File: src/sbcfg_pkg.sv
package sbcfg_pkg;

  // register byte addresses on the configuration bus
  localparam logic [7:0]  SBCFG_CFG_OFS    = 8'h40;
  localparam logic [7:0]  SBCFG_IOBL_OFS   = 8'h1c;

  // reset values
  localparam logic [15:0] SBCFG_CFG_RST    = 16'h0000;
  localparam logic [15:0] SBCFG_IOBL_RST   = 16'h0000;

  // secondary_bus_config field positions
  localparam int          SBCFG_CKDIS_LSB  = 10;
  localparam int          SBCFG_CKDIS_W    = 6;
  localparam int          SBCFG_FINE_BIT   = 9;
  localparam int          SBCFG_BUS_PROTOCOL_SELECT_BIT  = 8;
  localparam int          SBCFG_FREQ_LSB   = 6;
  localparam int          SBCFG_RESTREAM_DISABLE_BIT  = 5;
  localparam int          SBCFG_PPHI_BIT   = 4;
  localparam int          SBCFG_DTD_BIT    = 2;
  localparam int          SBCFG_MDT_LSB    = 0;

  // io_base_limit_reg writable bits: coarse keeps 4 KB steps, fine adds 11:10 and 3:2
  localparam logic [15:0] SBCFG_IOBL_COARSE = 16'hf0f0;
  localparam logic [15:0] SBCFG_IOBL_FINE   = 16'hfcfc;

  // delayed transaction buffer arrangements
  localparam logic [2:0]  SBCFG_BUF_CNT_SMALL  = 3'h4;
  localparam logic [11:0] SBCFG_BUF_SIZE_SMALL = 12'h400;
  localparam logic [2:0]  SBCFG_BUF_CNT_LARGE  = 3'h2;
  localparam logic [11:0] SBCFG_BUF_SIZE_LARGE = 12'h800;

  // register selection codes
  localparam logic [1:0]  SBCFG_SEL_NONE   = 2'h0;
  localparam logic [1:0]  SBCFG_SEL_CFG    = 2'h1;
  localparam logic [1:0]  SBCFG_SEL_IOBL   = 2'h2;

  // axi response codes
  localparam logic [1:0]  SBCFG_RESP_OKAY   = 2'h0;
  localparam logic [1:0]  SBCFG_RESP_DECERR = 2'h3;

  // secondary bus frequency codes
  typedef enum logic [1:0] {
    SBCFG_F33  = 2'b00,
    SBCFG_F66  = 2'b01,
    SBCFG_F100 = 2'b10,
    SBCFG_F133 = 2'b11
  } sbcfg_freq_t;

  // delayed transaction limit codes
  typedef enum logic [1:0] {
    SBCFG_MDT_FOUR = 2'b00,
    SBCFG_MDT_ONE  = 2'b01,
    SBCFG_MDT_TWO  = 2'b10,
    SBCFG_MDT_RSVD = 2'b11
  } sbcfg_mdt_t;

endpackage

File: src/sbcfg_top.sv
`timescale 1ns/1ps
// Summary of operation
// - each disable bit tri-states one clock output
// - fine bit enables 1 KB I/O decode
// - protocol bit selects PCI or PCI-X
// - frequency field selects 33/66/100/133 MHz
// - restream disable stops read restreaming in PCI mode only
// - restream disabled in PCI mode: flush prefetch at end
// - prefetch upper bit one disables prefetching
// - depth zero: 4x1KB slow, 2x2KB fast
// - depth one: always four 1 KB buffers
// - limit field caps active and pending transactions
module sbcfg_top
  import sbcfg_pkg::*;
#(
  parameter int ADDR_W = 8
)(
  // clock and reset
  input  wire logic              mclk_i,
  input  wire logic              rst_n_i,
  // axi4-lite write address and data
  input  wire logic [ADDR_W-1:0] s_axi_awaddr_i,
  input  wire logic              s_axi_awvalid_i,
  output logic                   s_axi_awready_o,
  input  wire logic [31:0]       s_axi_wdata_i,
  input  wire logic [3:0]        s_axi_wstrb_i,
  input  wire logic              s_axi_wvalid_i,
  output logic                   s_axi_wready_o,
  // axi4-lite write response
  output logic [1:0]             s_axi_bresp_o,
  output logic                   s_axi_bvalid_o,
  input  wire logic              s_axi_bready_i,
  // axi4-lite read
  input  wire logic [ADDR_W-1:0] s_axi_araddr_i,
  input  wire logic              s_axi_arvalid_i,
  output logic                   s_axi_arready_o,
  output logic [31:0]            s_axi_rdata_o,
  output logic [1:0]             s_axi_rresp_o,
  output logic                   s_axi_rvalid_o,
  input  wire logic              s_axi_rready_i,
  // secondary clock outputs
  input  wire logic              sec_clk_src_i,
  output logic [5:0]             secondary_clock_output_o,
  output logic [5:0]             secondary_clock_output_oe_o,
  // i/o range decode
  input  wire logic [15:0]       io_addr_i,
  output logic                   io_hit_o,
  // secondary bus mode
  output logic                   bus_protocol_select_o,
  output logic [1:0]             bus_frequency_select_o,
  // restream and prefetch
  input  wire logic              secondary_frame_n_i,
  input  wire logic              secondary_stop_n_i,
  output logic                   restream_enable_o,
  output logic                   prefetch_flush_o,
  output logic                   prefetch_mrm_enable_o,
  // delayed transaction resources
  output logic [2:0]             deferred_buffer_count_o,
  output logic [11:0]            deferred_buffer_bytes_o,
  output logic [2:0]             max_deferred_active_o,
  output logic [2:0]             max_deferred_pending_o
);

  // decode shared by the read and write paths
  function automatic logic [1:0] reg_sel(input logic [ADDR_W-1:0] addr);
    if (addr == ADDR_W'(SBCFG_CFG_OFS))
      return SBCFG_SEL_CFG;
    else if (addr == ADDR_W'(SBCFG_IOBL_OFS))
      return SBCFG_SEL_IOBL;
    else
      return SBCFG_SEL_NONE;
  endfunction

  // reset release through two flops; assertion is still immediate
  logic rst_q1;
  logic rst_n;
  always_ff @(posedge mclk_i or negedge rst_n_i)
  begin
    if (!rst_n_i)
    begin
      rst_q1 <= 1'b0;
      rst_n  <= 1'b0;
    end
    else
    begin
      rst_q1 <= 1'b1;
      rst_n  <= rst_q1;
    end
  end

  // register and bus state
  logic [15:0]       cfg;
  logic [15:0]       iobl;
  logic              aw_held;
  logic              w_held;
  logic [ADDR_W-1:0] aw_addr;
  logic [31:0]       w_data;
  logic [3:0]        w_strb;
  logic              bvalid;
  logic [1:0]        bresp;
  logic              rvalid;
  logic [31:0]       rdata;
  logic [1:0]        rresp;
  logic              frame_q;
  logic              flush;
  logic              io_hit;
  logic [5:0]        clk_q;

  logic [15:0]       next_cfg;
  logic [15:0]       next_iobl;
  logic              next_aw_held;
  logic              next_w_held;
  logic [ADDR_W-1:0] next_aw_addr;
  logic [31:0]       next_w_data;
  logic [3:0]        next_w_strb;
  logic              next_bvalid;
  logic [1:0]        next_bresp;
  logic              next_rvalid;
  logic [31:0]       next_rdata;
  logic [1:0]        next_rresp;
  logic              next_flush;
  logic              next_io_hit;

  // decoded fields
  logic        fine;
  logic        pcix;
  logic        rs_dis;
  logic [15:0] iobl_mask;
  logic [15:0] io_base;
  logic [15:0] io_limit;
  logic        do_write;
  logic        ar_iobl;

  assign fine      = cfg[SBCFG_FINE_BIT];
  assign pcix      = cfg[SBCFG_BUS_PROTOCOL_SELECT_BIT];
  assign rs_dis    = cfg[SBCFG_RESTREAM_DISABLE_BIT];
  assign iobl_mask = fine ? SBCFG_IOBL_FINE : SBCFG_IOBL_COARSE;
  // write fires once both halves are held, in whichever order they came
  assign do_write  = aw_held && w_held && !bvalid;
  // read of the base/limit word taken this cycle; kept as a net so checks can look back at it
  assign ar_iobl   = s_axi_arvalid_i && s_axi_arready_o && (reg_sel(s_axi_araddr_i) == SBCFG_SEL_IOBL);

  // handshake outputs; one write and one read in flight at most
  assign s_axi_awready_o = !aw_held && !bvalid;
  assign s_axi_wready_o  = !w_held && !bvalid;
  assign s_axi_arready_o = !rvalid;
  assign s_axi_bvalid_o  = bvalid;
  assign s_axi_bresp_o   = bresp;
  assign s_axi_rvalid_o  = rvalid;
  assign s_axi_rdata_o   = rdata;
  assign s_axi_rresp_o   = rresp;

  // write channel capture and register update
  always_comb
  begin
    next_aw_held = aw_held;
    next_aw_addr = aw_addr;
    next_w_held  = w_held;
    next_w_data  = w_data;
    next_w_strb  = w_strb;
    next_bvalid  = bvalid;
    next_bresp   = bresp;
    next_cfg     = cfg;
    next_iobl    = iobl;
    if (s_axi_awvalid_i && s_axi_awready_o)
    begin
      next_aw_held = 1'b1;
      next_aw_addr = s_axi_awaddr_i;
    end
    if (s_axi_wvalid_i && s_axi_wready_o)
    begin
      next_w_held = 1'b1;
      next_w_data = s_axi_wdata_i;
      next_w_strb = s_axi_wstrb_i;
    end
    if (do_write)
    begin
      next_aw_held = 1'b0;
      next_w_held  = 1'b0;
      next_bvalid  = 1'b1;
      next_bresp   = SBCFG_RESP_OKAY;
      unique case (reg_sel(aw_addr))
        SBCFG_SEL_CFG:
        begin
          if (w_strb[0])
            next_cfg[7:0] = w_data[7:0];
          if (w_strb[1])
            next_cfg[15:8] = w_data[15:8];
        end
        SBCFG_SEL_IOBL:
        begin
          // extra granularity bits only writable while fine decode is on
          if (w_strb[0])
            next_iobl[7:0] = w_data[7:0] & iobl_mask[7:0];
          if (w_strb[1])
            next_iobl[15:8] = w_data[15:8] & iobl_mask[15:8];
        end
        default:
          next_bresp = SBCFG_RESP_DECERR;
      endcase
    end
    else if (bvalid && s_axi_bready_i)
      next_bvalid = 1'b0;
  end

  always_ff @(posedge mclk_i or negedge rst_n)
  begin
    if (!rst_n)
    begin
      aw_held <= 1'b0;
      aw_addr <= '0;
      w_held  <= 1'b0;
      w_data  <= 32'h0000_0000;
      w_strb  <= 4'h0;
      bvalid  <= 1'b0;
      bresp   <= SBCFG_RESP_OKAY;
      cfg     <= SBCFG_CFG_RST;
      iobl    <= SBCFG_IOBL_RST;
    end
    else
    begin
      aw_held <= next_aw_held;
      aw_addr <= next_aw_addr;
      w_held  <= next_w_held;
      w_data  <= next_w_data;
      w_strb  <= next_w_strb;
      bvalid  <= next_bvalid;
      bresp   <= next_bresp;
      cfg     <= next_cfg;
      iobl    <= next_iobl;
    end
  end

  // read channel: answer one cycle after the address is taken
  always_comb
  begin
    next_rvalid = rvalid;
    next_rdata  = rdata;
    next_rresp  = rresp;
    if (s_axi_arvalid_i && s_axi_arready_o)
    begin
      next_rvalid = 1'b1;
      next_rresp  = SBCFG_RESP_OKAY;
      unique case (reg_sel(s_axi_araddr_i))
        SBCFG_SEL_CFG:  next_rdata = {16'h0000, cfg};
        SBCFG_SEL_IOBL: next_rdata = {16'h0000, iobl & iobl_mask};
        default:
        begin
          next_rdata = 32'h0000_0000;
          next_rresp = SBCFG_RESP_DECERR;
        end
      endcase
    end
    else if (rvalid && s_axi_rready_i)
      next_rvalid = 1'b0;
  end

  always_ff @(posedge mclk_i or negedge rst_n)
  begin
    if (!rst_n)
    begin
      rvalid <= 1'b0;
      rdata  <= 32'h0000_0000;
      rresp  <= SBCFG_RESP_OKAY;
    end
    else
    begin
      rvalid <= next_rvalid;
      rdata  <= next_rdata;
      rresp  <= next_rresp;
    end
  end

  // i/o window; stale fine bits are masked off when fine decode is off
  always_comb
  begin
    io_base     = {iobl[7:4], iobl[3:2] & iobl_mask[3:2], 10'h000};
    io_limit    = {iobl[15:12], fine ? iobl[11:10] : 2'b11, 10'h3ff};
    next_io_hit = (io_addr_i >= io_base) && (io_addr_i <= io_limit);
  end

  // end of transaction: frame released or target stop seen
  always_comb
  begin
    next_flush = rs_dis && !pcix && ((secondary_frame_n_i && !frame_q) || !secondary_stop_n_i);
  end

  always_ff @(posedge mclk_i or negedge rst_n)
  begin
    if (!rst_n)
    begin
      io_hit  <= 1'b0;
      frame_q <= 1'b1;
      flush   <= 1'b0;
      clk_q   <= 6'h00;
    end
    else
    begin
      io_hit  <= next_io_hit;
      frame_q <= secondary_frame_n_i;
      flush   <= next_flush;
      clk_q   <= {6{sec_clk_src_i}};
    end
  end

  // outputs: registered clock, hit and flush, the rest static decodes of the configuration register
  assign secondary_clock_output_o    = clk_q;
  assign secondary_clock_output_oe_o = ~cfg[SBCFG_CKDIS_LSB +: SBCFG_CKDIS_W];
  assign io_hit_o                    = io_hit;
  // mode pair takes effect on the bus as soon as software writes it
  assign bus_protocol_select_o       = pcix;
  assign bus_frequency_select_o      = cfg[SBCFG_FREQ_LSB +: 2];
  assign restream_enable_o           = !(rs_dis && !pcix);
  assign prefetch_flush_o            = flush;
  assign prefetch_mrm_enable_o       = !cfg[SBCFG_PPHI_BIT];

  // buffer arrangement follows depth bit and bus speed
  always_comb
  begin
    if (!cfg[SBCFG_DTD_BIT] && cfg[SBCFG_FREQ_LSB + 1])
    begin
      deferred_buffer_count_o = SBCFG_BUF_CNT_LARGE;
      deferred_buffer_bytes_o = SBCFG_BUF_SIZE_LARGE;
    end
    else
    begin
      deferred_buffer_count_o = SBCFG_BUF_CNT_SMALL;
      deferred_buffer_bytes_o = SBCFG_BUF_SIZE_SMALL;
    end
  end

  // reserved limit code falls back to the widest setting
  always_comb
  begin
    unique case (sbcfg_mdt_t'(cfg[SBCFG_MDT_LSB +: 2]))
      SBCFG_MDT_ONE: max_deferred_active_o = 3'h1;
      SBCFG_MDT_TWO: max_deferred_active_o = 3'h2;
      default:       max_deferred_active_o = 3'h4;
    endcase
    max_deferred_pending_o = max_deferred_active_o;
  end
endmodule

File: config.mk
export PLATFORM = sky130hd
export DESIGN_NAME = sbcfg_top
export DESIGN_NICKNAME = d
export VERILOG_FILES = /design/src/sbcfg_pkg.sv /design/src/sbcfg_top.sv
export SDC_FILE = /design/constraint.sdc
export NUM_CORES = 1
export LEC_CHECK = 0
export BUFFER_PORTS_ARGS = -buffer_cell sky130_fd_sc_hd__buf_4
export CAP_MARGIN = 20
export CORE_UTILIZATION = 45
export DETAILED_ROUTE_END_ITERATION = 8
export PLACE_DENSITY_LB_ADDON = 0.08
export RECOVER_POWER = 25
export SLEW_MARGIN = 20
export SYNTH_ARGS = -nofsm -noshare
export SYNTH_HDL_FRONTEND = slang
export SYNTH_SLANG_ARGS = --single-unit
File: constraint.sdc
create_clock -name mclk_i -period 4.6 [get_ports mclk_i]
set_clock_uncertainty 0.05 [all_clocks]
set_input_delay 0.69 -clock mclk_i [delete_from_list [all_inputs] [get_ports mclk_i]]
set_output_delay 0.69 -clock mclk_i [all_outputs]
set_load 0.02 [all_outputs]
# Yosys cells after proc, flatten, opt, wreduce, memory -nomap -nowiden
# Cells that the tools add are included.
# W data, S select, Z words.
dict set report word_totals {
  reg_bits 104
  in_bits 78
  wordCells 94
}
dict set report op_classes {
  n_lt_le_gt_ge 2
  eq_ne 10
  mux 22
  bitwise 5
  reduce_logical 35
}
# op count
set ops {}
lappend ops {{$pmux W16 S2} 1}
lappend ops {{$mux W12} 2}
lappend ops {{$mux W2} 9}
lappend ops {{$and A16 B16 Y16} 1}
lappend ops {{$and A8 B8 Y8} 2}
lappend ops {{$eq A8 B5 Y1 const B} 2}
lappend ops {{$eq A8 B7 Y1 const B} 2}
lappend ops {{$ge A16 B16 Y1} 1}
lappend ops {{$le A16 B16 Y1} 1}
lappend ops {{$logic_and A1 B1 Y1} 14}
lappend ops {{$reduce_and A3 Y1} 4}
lappend ops {{$logic_not A1 Y1} 10}
lappend ops {{$mux W1} 8}
lappend ops {{$reduce_bool A2 Y1} 4}
lappend ops {{$eq A2 B1 Y1 const B} 3}
lappend ops {{$eq A2 B2 Y1 const B} 3}
lappend ops {{$not A6 Y6} 1}
lappend ops {{$pmux W3 S2} 1}
lappend ops {{$reduce_or A2 Y1} 2}
lappend ops {{$mux W3} 1}
lappend ops {{$and A2 B2 Y2} 1}
lappend ops {{$logic_or A1 B1 Y1} 1}

# Longest topological paths before layout
# Gate-level depths: netlist of the first run.
dict set report depth {
  ltp_word 7
  mapped_depth 7
  mapped_depth_nobuf 6
}

# Least setup slack after synthesis of the first run
# No wires, ideal clock.
dict set report synth_timing {
  path_type {input port to flip-flop}
  start {input s_axi_araddr_i[7]}
  end {register rdata[10], in the netlist s_axi_rdata_o[10]}
  t_arrival_ns 1.943
  required_ns 4.474
  path_slack_ns 2.531
  cell_stages 5
  path_cell_list {or4_4 -> nor4_4 -> buf_6 -> a32oi_1 -> o21ai_1}
}
dict set report synth_between {
  elab_chain_cells 6
  elab_cells_between_ends 8
  cone_classes {4 x eq/ne; 4 x mux}
}
# item line_no
set synth_rtl {}
lappend synth_rtl {{from (decl)} sbcfg_top.sv:34} ;# input wire logic [ADDR_W-1:0] s_axi_araddr_i,
lappend synth_rtl {{$eq A8 B5 Y1} sbcfg_top.sv:68} ;# else if (addr == ADDR_W'(SBCFG_IOBL_OFS))
lappend synth_rtl {{$mux W2} sbcfg_top.sv:68}
lappend synth_rtl {{$mux W2 *} sbcfg_top.sv:66} ;# if (addr == ADDR_W'(SBCFG_CFG_OFS))
lappend synth_rtl {{$mux W2 *} sbcfg_top.sv:240} ;# if (s_axi_arvalid_i && s_axi_arready_o)
lappend synth_rtl {{$eq A2 B2 Y1 / $eq A2 B1 Y1 (equally long branches)} sbcfg_top.sv:244} ;# unique case (reg_sel(s_axi_araddr_i))
lappend synth_rtl {{$pmux W16 S2 *} sbcfg_top.sv:244}
lappend synth_rtl {{to (signal assigned)} sbcfg_top.sv:269} ;# rdata <= next_rdata;
lappend synth_rtl {{to (decl)} sbcfg_top.sv:102} ;# logic [31:0] rdata;
# Mark *: on every way between the ends. The rest lies on a longest branch, timed or not. The select of a mux whose other input is x is not followed.
# A chain may end at the register's enable or synchronous reset.

# Final worst setup path of the first run
dict set report layout_timing {
  start {input s_axi_araddr_i[7]}
  end {register rdata[2], in the netlist s_axi_rdata_o[2]}
}
# The elaborated chain is that of the path after synthesis.

==> reports/metrics.cfg, run 1 <==
[run_status]
run_status=finished, violations left
failing_checks=max-capacitance violations, max-slew violations

[floorplanning]
std_cell_rows=33
die_width_um=95.88
dieArea_um2=9193
die_h_um=95.88
fp.coreArea_um2=8382
start_util=0.4732
top_level_i_o_count=159

[yosys]
yosysTopAreaCell=sky130_fd_sc_hd__dfrtp_1
synth-seq-cells=82
ys_async_sr_fraction=1.000
netlist_instances=343
synthTopCellsByCount=81 x sky130_fd_sc_hd__dfrtp_1, 49 x sky130_fd_sc_hd__mux2_2, 41 x sky130_fd_sc_hd__buf_4
synth_cell_types=40
ys_seq_area_frac=0.5177
synth_area_per_cell_um2=11.56
area_of_the_mapped_netlist_um2=3966
yosys_top_cell_area_share=0.5110
number_of_enable_type_register_cells_in_the_synthesized_netlist=0
synthMostInstantiatedCell=sky130_fd_sc_hd__dfrtp_1
synth_top_flop_cell=sky130_fd_sc_hd__dfrtp_1
synth.top_cells.by_area=sky130_fd_sc_hd__dfrtp_1 51%, sky130_fd_sc_hd__mux2_2 14%, sky130_fd_sc_hd__buf_4 7.8%, sky130_fd_sc_hd__ha_1 4.4%, sky130_fd_sc_hd__nand2_1 2.4%
yosys_warnings=0

[setup_path]
critPathTopFamily=simple AND/OR/NAND/NOR gates
timing.critical_path.fanout_max=13
timing.critical_path.required_ns=4.81
critPathKind=primary input to flop
timing.critical_path.arrival_ns=2.47
critical_path_sink_type=flop
cpMaxStageDelayCell=sky130_fd_sc_hd__nor2_1
start_kind=primary input
critical_path_buf_inv_count=1
max_stage_delay_ns=0.73
worstPathCellList=buf_4, or4_4, nor2_1, a32oi_1, o21ai_1

[cts]
post_cts_resized=0
hold_buffers=0
cts_inserted_buffers=9
clock-sinks=82
cts.reportedPaths.clkPinSlew_ns=0.08
tritoncts=yes
ctsHtreeMaxLevel=3
max_root_sink_buffers=2
cts.root.buffer_cell=sky130_fd_sc_hd__clkbuf_8
worst_skew_pair.late_latency_ns=0.35
cts_setup_buffers=0

[global_route]
grt-ovfl-total=0
grt_pass1_vias=2543
total_routing_usage_reported_by_global_routing=0.1812
grt_antenna_before_repair=0
grt_start_max_net_pins=81
grt_pass1_wl_mm=12.31

[worst_hold_path]
path_class_of_the_lowest_slack_min_delay_path=primary input to asynchronous set/reset pin

[power]
max-vdd-ir-drop_v=0.0002548
power.density_cell_area_nw_per_um2=458.0
static-leakage-power_nw=2.408

[sta]
fin_crit_sh=0.4913
grt_setup_unrepaired=false
fmax_mhz=442.5
fin_setup_tns_ns=0
report.final.setup_viol=0
finalCriticalPeriod_ns=2.260
timing.slew.headroom=-0.1942
final_report_hold_violation_count=0
timing_max_transition_violations_final=43
final_critical_path_setup_slack_ns=2.340
hold-worst-slack_ns=0.05816
max_slew.worst_pin.slew_ns=1.791

[drt]
post_drt_wl_per_cell_um=14.25
drt-vias-per-instance=4.926
drt_first_iter_violations=111
total_routed_length_mm=7.908
detail-route-antenna-nets=0
routed-via-count=2734
route.detailed.drc=0
drt_pre_antenna_iters=4

[place]
detailed_place_hpwl_mm=5.874
placed_cells_incl_taps=538
dpl_worst_slack_ns=1.982
input_output_buffers=113
gp_routability_congestion=0.8257

[cells_and_area]
finish.net_count=537
diodes=0
drive_above_1_share=0.4044
final-instance-count-excl-fill=555
areaGrowthSynthToFinish_pct=24.07

[run]
max_cap_viol_count=1

## flip-flops by register name, indices dropped and copies added, names as in the netlist, 2 cells and up
name,count
cfg,16
iobl,12
w_strb,2
w_data,16
s_axi_rdata_o,16
aw_addr,8
## path summary, 6_finish.rpt
kind | slack (ns) | cells past startpoint | from | to
worst min-delay path | 0.06 | 1 | rst_n_i | rst_q1$_DFF_PN0_
worst min register to register | 0.31 | 0 | rst_q1$_DFF_PN0_ | rst_n$_DFF_PN0_
worst max-delay path | 2.34 | 5 | s_axi_araddr_i[7] | s_axi_rdata_o[2]$_DFFE_PN0P_
worst max register to register | 2.70 | 3 | aw_addr[0]$_DFFE_PN0P_ | iobl[6]$_DFFE_PN0P_
max in group asynchronous | 2.75 | 0 | rst_n$_DFF_PN0_ | s_axi_rvalid_o$_DFFE_PN0P_
min in group mclk_i | 0.31 | 0 | rst_q1$_DFF_PN0_ | rst_n$_DFF_PN0_
## placed cells by master (no fill, tap or decap), types with 8 or more instances in the layout
master,n
sky130_fd_sc_hd__dfrtp_1,81
sky130_fd_sc_hd__ha_1,14
sky130_fd_sc_hd__clkbuf_8,9
sky130_fd_sc_hd__mux2_2,49
sky130_fd_sc_hd__a221oi_1,8
sky130_fd_sc_hd__inv_1,21
sky130_fd_sc_hd__buf_4,111
sky130_fd_sc_hd__conb_1,28
sky130_fd_sc_hd__nor2_1,22
sky130_fd_sc_hd__nand2_1,25
## metal layers
metal  wire length [um]  global-route usage  part of all wire  vias up
li1                   -                   -                 -     1328
met1               3704              0.2461              0.47     1302
met2               3618              0.2804              0.46       96
met3                492             0.04660             0.062        8
met4                 93             0.06716             0.012        0
met5                  0                   0                 0        -
## kinds of logic after synthesis
kind of cell | synth area share
simple gates | 0.1262
flops | 0.5177
buf+inv | 0.1091
mux | 0.1420
compound gates | 0.05899
fa+ha+maj | 0.04416
other cells | 0.001893
## cell type report
class                   instances  area, um2
clock buffers                  13      138.9
clock inverters                 3      67.56
fillers                       732       3461
inverters                      21      78.83
multi-input cells             216       1583
flip-flops and latches         82       2053
well taps                     105      131.4
repair buffers                115      868.3
## worst register-to-register path, stage by stage (launching register included)
cell and delay [ns]:
sky130_fd_sc_hd__dfrtp_1 0.40, sky130_fd_sc_hd__nor4_1 0.42, sky130_fd_sc_hd__nand4_1 0.48, sky130_fd_sc_hd__mux2_2 0.43
## per-stage QoR
stage / utilization / instance area, um2 / power (mW)
final: 0.5871 / 4921 / 2.254
after global placement: 0.5614 / 4706 / 1.700
after floorplan: - / 4064 / 1.508
after global routing: 0.5871 / 4921 / 2.386
after detailed placement: 0.5614 / 4706 / 1.724
after CTS: 0.5861 / 4912 / 2.279
## power breakdown
group / leakage (nW) / internal, mW / switching [mW]
logic: 1.26 / 0.332 / 0.303
registers: 1.05 / 0.906 / 0.158
clock network: 0.0978 / 0.307 / 0.247
total: 2.41 / 1.55 / 0.709
(Power assumes the default switching activity.)
==> run 2, diff against run 1 <==
==> constraint.sdc (replaced) <==
create_clock -name mclk_i -period 2.1 [get_ports mclk_i]
set_clock_uncertainty 0.05 [all_clocks]
set_input_delay 0.315 -clock mclk_i [delete_from_list [all_inputs] [get_ports mclk_i]]
set_output_delay 0.315 -clock mclk_i [all_outputs]
set_load 0.02 [all_outputs]
==> run 2 against run 1 <==
  * The run now ends clean
  * Sequential power grew 120%
  * Via count increased by 0.84%
  * First-iteration DRC count down 9.9%
  * Global-route usage up 0.31 points
  * Count of clock-buffer cells in the layout fell by 2
==> reports/metrics.cfg, run 2 (synthesized netlist as in run 1, its figures left out) <==
[setup_path]
max_stage_delay_ns=0.59
worstPathCellList=or4b_1, nor3_4, nand2_4, mux2_1
start_kind=flop
timing.critical_path.arrival_ns=2.05
timing.critical_path.required_ns=2.28
critPathKind=flop to flop
timing.critical_path.fanout_max=8
critical_path_sink_type=flop
critical_path_buf_inv_count=0
critPathTopFamily=simple AND/OR/NAND/NOR gates
cpMaxStageDelayCell=sky130_fd_sc_hd__or4b_1

[run]
max_cap_viol_count=0

[place]
dpl_worst_slack_ns=0.2156
detailed_place_hpwl_mm=6.005
postPlaceCellArea_um2=4771
gp_routability_congestion=0.8063
input_output_buffers=113

[sta]
timing_max_transition_violations_final=0
fin_setup_tns_ns=0
final_critical_path_setup_slack_ns=0.2317
fmax_mhz=535.3
report.final.setup_viol=0
fin_crit_sh=0.8897
final_report_hold_violation_count=0
timing.slew.headroom=0.2796
max_slew.worst_pin.slew_ns=1.081
grt_setup_unrepaired=false
finalCriticalPeriod_ns=1.868

[cells_and_area]
layout_common_cells=117 x sky130_fd_sc_hd__buf_4, 81 x sky130_fd_sc_hd__dfrtp_1, 49 x sky130_fd_sc_hd__mux2_2, 28 x sky130_fd_sc_hd__conb_1, 25 x sky130_fd_sc_hd__nand2_1
finish.net_count=544
final_common_cell=sky130_fd_sc_hd__buf_4
final_area_um2=4956
fin_util=0.5913
multiInputGateArea_um2=1583
areaGrowthSynthToFinish_pct=24.95
seqCellArea_um2=2053
drive_above_1_share=0.4158
diodes=0
n_fill_cell=744

[floorplanning]
std_cell_rows=33
fp.coreArea_um2=8382
die_width_um=95.88
start_util=0.4732
dieArea_um2=9193
top_level_i_o_count=159
die_h_um=95.88

[power]
power.density_cell_area_nw_per_um2=973.4
max-vdd-ir-drop_v=0.0005662
static-leakage-power_nw=2.433

[cts]
cts_inserted_buffers=9
cts.root.buffer_cell=sky130_fd_sc_hd__clkbuf_8
ctsHtreeMaxLevel=3
cts.reportedPaths.clkPinSlew_ns=0.08
worst_skew_pair.late_latency_ns=0.34
tritoncts=yes
cts_setup_buffers=0
clock-sinks=82
max_root_sink_buffers=2

[drt]
routed-via-count=2757
drt_first_iter_violations=100
drt_pre_antenna_iters=4
total_routed_length_mm=7.913
route.detailed.drc=0
post_drt_wl_per_cell_um=14.08
drt-vias-per-instance=4.906
detail-route-antenna-nets=0

[run_status]
run_status=completed

[global_route]
grt_start_max_net_pins=56
grt-ovfl-total=0
total_routing_usage_reported_by_global_routing=0.1843
grt_pass1_vias=2619
grt_pass1_wl_mm=12.63
grt_antenna_before_repair=0

[worst_hold_path]
path_class_of_the_lowest_slack_min_delay_path=primary input to flop

## run 2: path summary, 6_finish.rpt
path,depth (start not counted),to,slack [ns],startpoint
hold reg to reg,0,rst_n$_DFF_PN0_,0.30,rst_q1$_DFF_PN0_
hold / removal,1,frame_q$_DFF_PN1_,0.01,secondary_frame_n_i
setup / recovery,4,cfg[4]$_DFFE_PN0P_,0.23,aw_addr[2]$_DFFE_PN0P_
setup reg to reg,4,cfg[4]$_DFFE_PN0P_,0.23,aw_addr[2]$_DFFE_PN0P_
min in group asynchronous,2,rst_q1$_DFF_PN0_,0.23,rst_n_i
max in group asynchronous,1,iobl[13]$_DFFE_PN0P_,0.77,rst_n$_DFF_PN0_
## run 2: layout make-up
cell class / count / area share
clock inverter: 5 / 0.01111
clock buffer: 11 / 0.02651
tap: 105 / 0.02651
inverter: 21 / 0.01591
multi-input combinational: 216 / 0.3194
timing repair buffer: 122 / 0.1863
sequential: 82 / 0.4143
## run 2: routing by layer
layer / vias up / global-route usage / routed length (um)
li1: 1340 / - / -
met1: 1300 / 0.2499 / 3647
met2: 105 / 0.2875 / 3598
met3: 12 / 0.03949 / 536
met4: 0 / 0.07587 / 131
met5: - / 0 / 0
## run 2: power breakdown
group	switching [mW]	total, mW	internal [mW]
sequential	0.341	2.33	1.98
combinational	0.675	1.41	0.733
clock	0.544	1.09	0.546
total	1.56	4.82	3.26
## run 2: timing repair
item	CTS	global route
hold endpoints to repair	2	0
gates resized for setup	0	0
setup endpoints to repair	0	0
hold buffers	1	0
## run 2: through the flow
| stage | std cells | hold slack [ns] | total power, mW |
|---|---|---|---|
| 2_1_floorplan | 369 | -0.03059 | 3.302 |
| 3_3_place_gp | 545 | 0.04809 | 3.734 |
| 6_report | 562 | 0.01383 | 4.824 |
| 5_1_grt | 562 | 0.007317 | 5.135 |
| 3_5_place_dp | 545 | 0.04903 | 3.794 |
| 4_1_cts | 562 | 0.01185 | 4.889 |
==> run 3, diff against run 2 <==
--- a/config.mk
+++ b/config.mk
@@ -7,7 +7,7 @@
 export LEC_CHECK = 0
 export BUFFER_PORTS_ARGS = -buffer_cell sky130_fd_sc_hd__buf_4
 export CAP_MARGIN = 20
-export CORE_UTILIZATION = 45
+export CORE_UTILIZATION = 44
 export DETAILED_ROUTE_END_ITERATION = 8
 export PLACE_DENSITY_LB_ADDON = 0.08
 export RECOVER_POWER = 25
==> constraint.sdc (replaced) <==
create_clock -name mclk_i -period 1.6 [get_ports mclk_i]
set_clock_uncertainty 0.05 [all_clocks]
set_input_delay 0.24 -clock mclk_i [delete_from_list [all_inputs] [get_ports mclk_i]]
set_output_delay 0.24 -clock mclk_i [all_outputs]
set_load 0.02 [all_outputs]
==> run 3 against run 2 <==
  * The run now ends with negative setup slack left
  * Critical path type unchanged
  * Largest power group unchanged
  * Sequential share of layout area is 3.4 points lower
  * Cell area is 8.9% higher
  * Global-route usage is 0.82 points higher
  * Setup slack worse by 0.47 ns
  * Sequential power is 29% higher
  * Wire length is 12% higher
==> reports/metrics.cfg, run 3 (synthesized netlist as in run 1, its figures left out) <==
[cells_and_area]
finish.net_count=574
layout_common_cells=134 x sky130_fd_sc_hd__buf_4, 81 x sky130_fd_sc_hd__dfrtp_1, 49 x sky130_fd_sc_hd__mux2_2, 28 x sky130_fd_sc_hd__conb_1, 24 x sky130_fd_sc_hd__nand2_1
final-instance-count-excl-fill=595
areaGrowthSynthToFinish_pct=36.09
diodes=0
final_area_um2=5398
drive_above_1_share=0.4764
final_common_cell=sky130_fd_sc_hd__buf_4
fin_util=0.6189

[sta]
fmax_mhz=542.9
report.final.setup_viol=19
fin_setup_tns_ns=-3.510
timing.slew.headroom=0.3895
hold-worst-slack_ns=0.04676
fin_crit_sh=1.151
max_slew.worst_pin.slew_ns=0.9157
final_report_hold_violation_count=0
grt_setup_unrepaired=true
timing_max_transition_violations_final=0
finalCriticalPeriod_ns=1.842
final_critical_path_setup_slack_ns=-0.2420

[setup_path]
regToRegSetupSlack_ns=-0.24
worst-r2r-cell-count=4
crit_path_start=aw_addr[1]$_DFFE_PN0P_
crit-reg2reg-capture=cfg[4]$_DFFE_PN0P_
timing.critical_path.required_ns=1.79
critical_path_sink_type=flop
timing.critical_path.fanout_max=8
start_kind=flop
crit-reg2reg-launch=aw_addr[1]$_DFFE_PN0P_
timing.critical_path.arrival_ns=2.03
critPathKind=flop to flop

[place]
placed_cells_incl_taps=568
dpl_worst_slack_ns=-0.2511
gp_routability_congestion=0.8262
postPlaceCellArea_um2=4999
detailed_place_hpwl_mm=6.554
input_output_buffers=113

[drt]
met1Wirelength_mm=3.803
drt-vias-per-instance=4.946
post_drt_wl_per_cell_um=14.89
total_routed_length_mm=8.857
route.detailed.drc=0
drt_pre_antenna_iters=4
routed-via-count=2943
wl_met2_mm=4.371
highest_routing_layer_actually_used=met4
detail-route-antenna-nets=0
drt_first_iter_violations=73
detailroute.wirelength.met3_um=542

[global_route]
grt_antenna_before_repair=0
grt_pass1_vias=2842
grt_start_max_net_pins=36
grt-ovfl-total=0
grt_pass1_wl_mm=14.19
total_routing_usage_reported_by_global_routing=0.1925

[worst_hold_path]
timing.hold.worst.start=s_axi_rready_i
path_class_of_the_lowest_slack_min_delay_path=primary input to flop
holdPathEnd=s_axi_rvalid_o$_DFFE_PN0P_
min_path_cells=2

[cts]
clock-sinks=82
cts.root.buffer_cell=sky130_fd_sc_hd__clkbuf_8
cts_inserted_buffers=9
ctsHtreeMaxLevel=3
cts.reportedPaths.clkPinSlew_ns=0.08
worst_skew_pair.late_latency_ns=0.35
tritoncts=yes
max_root_sink_buffers=2

[run]
max_cap_viol_count=0

[floorplanning]
top_level_i_o_count=159
std_cell_rows=34
start_util=0.4548
dieArea_um2=9398
fp.coreArea_um2=8721
die_h_um=96.95
die_width_um=96.95

[run_status]
run_status=finished, violations left
failing_checks=negative setup slack

[power]
power.density_cell_area_nw_per_um2=1307
max-vdd-ir-drop_v=0.0009542
static-leakage-power_nw=2.649
finalPower_mw=7.052

[run 3: cell count changes in the layout (fill, tap and decap cells not counted), moves of 3 or more]
| cell | before | now |
|---|---|---|
| sky130_fd_sc_hd__buf_6 | 0 | 4 |
| sky130_fd_sc_hd__dlygate4sd3_1 | 1 | 5 |
| sky130_fd_sc_hd__buf_4 | 117 | 134 |
| sky130_fd_sc_hd__buf_12 | 1 | 5 |
| sky130_fd_sc_hd__ha_4 | 0 | 3 |
| sky130_fd_sc_hd__ha_1 | 14 | 11 |
[run 3: what timing repair did]
action,4_1_cts,5_1_grt
buffers inserted,4,2
gates resized for setup,8,9
hold buffers,4,1
endpoints found under the setup margin,27,28
pin swaps,6,8
endpoints found under the hold margin,5,1
[run 3: worst max path at each step]
| stage | endpoint | slack [ns] |
|---|---|---|
| floorplan | cfg[4]$_DFFE_PN0P_ | -0.17 |
| global placement | cfg[4]$_DFFE_PN0P_ | -0.23 |
| detailed placement | cfg[4]$_DFFE_PN0P_ | -0.25 |
| CTS | cfg[4]$_DFFE_PN0P_ | -0.26 |
| global route | cfg[4]$_DFFE_PN0P_ | -0.32 |
| finish | cfg[4]$_DFFE_PN0P_ | -0.24 |
[run 3: power by group]
group          internal, mW  switching (mW)
combinational          1.28            1.07
clock                 0.966           0.726
sequential             2.60           0.407
[run 3: final cells by class]
| class | instances | area, um2 |
|---|---|---|
| Sequential cell | 82 | 2053 |
| Multi-Input combinational cell | 216 | 1674 |
| Inverter | 21 | 78.83 |
| Timing Repair Buffer | 152 | 1227 |
| Clock buffer | 12 | 155.1 |
| Tap cell | 108 | 135.1 |
| Clock inverter | 4 | 73.82 |
| Fill cell | 748 | 3323 |
[run 3: critical path: stages (launching register included)]
cell and delay (ns):
sky130_fd_sc_hd__dfrtp_1 0.38, sky130_fd_sc_hd__or4_4 0.56, sky130_fd_sc_hd__nor3_4 0.28, sky130_fd_sc_hd__nand2_4 0.16, sky130_fd_sc_hd__mux2_4 0.32
[run 3: routing by layer]
layer  global-route usage  vias up
met5                    0        -
met4              0.07233        0
met3              0.04769       14
met2               0.3088      107
met1               0.2520     1416
li1                     -     1406
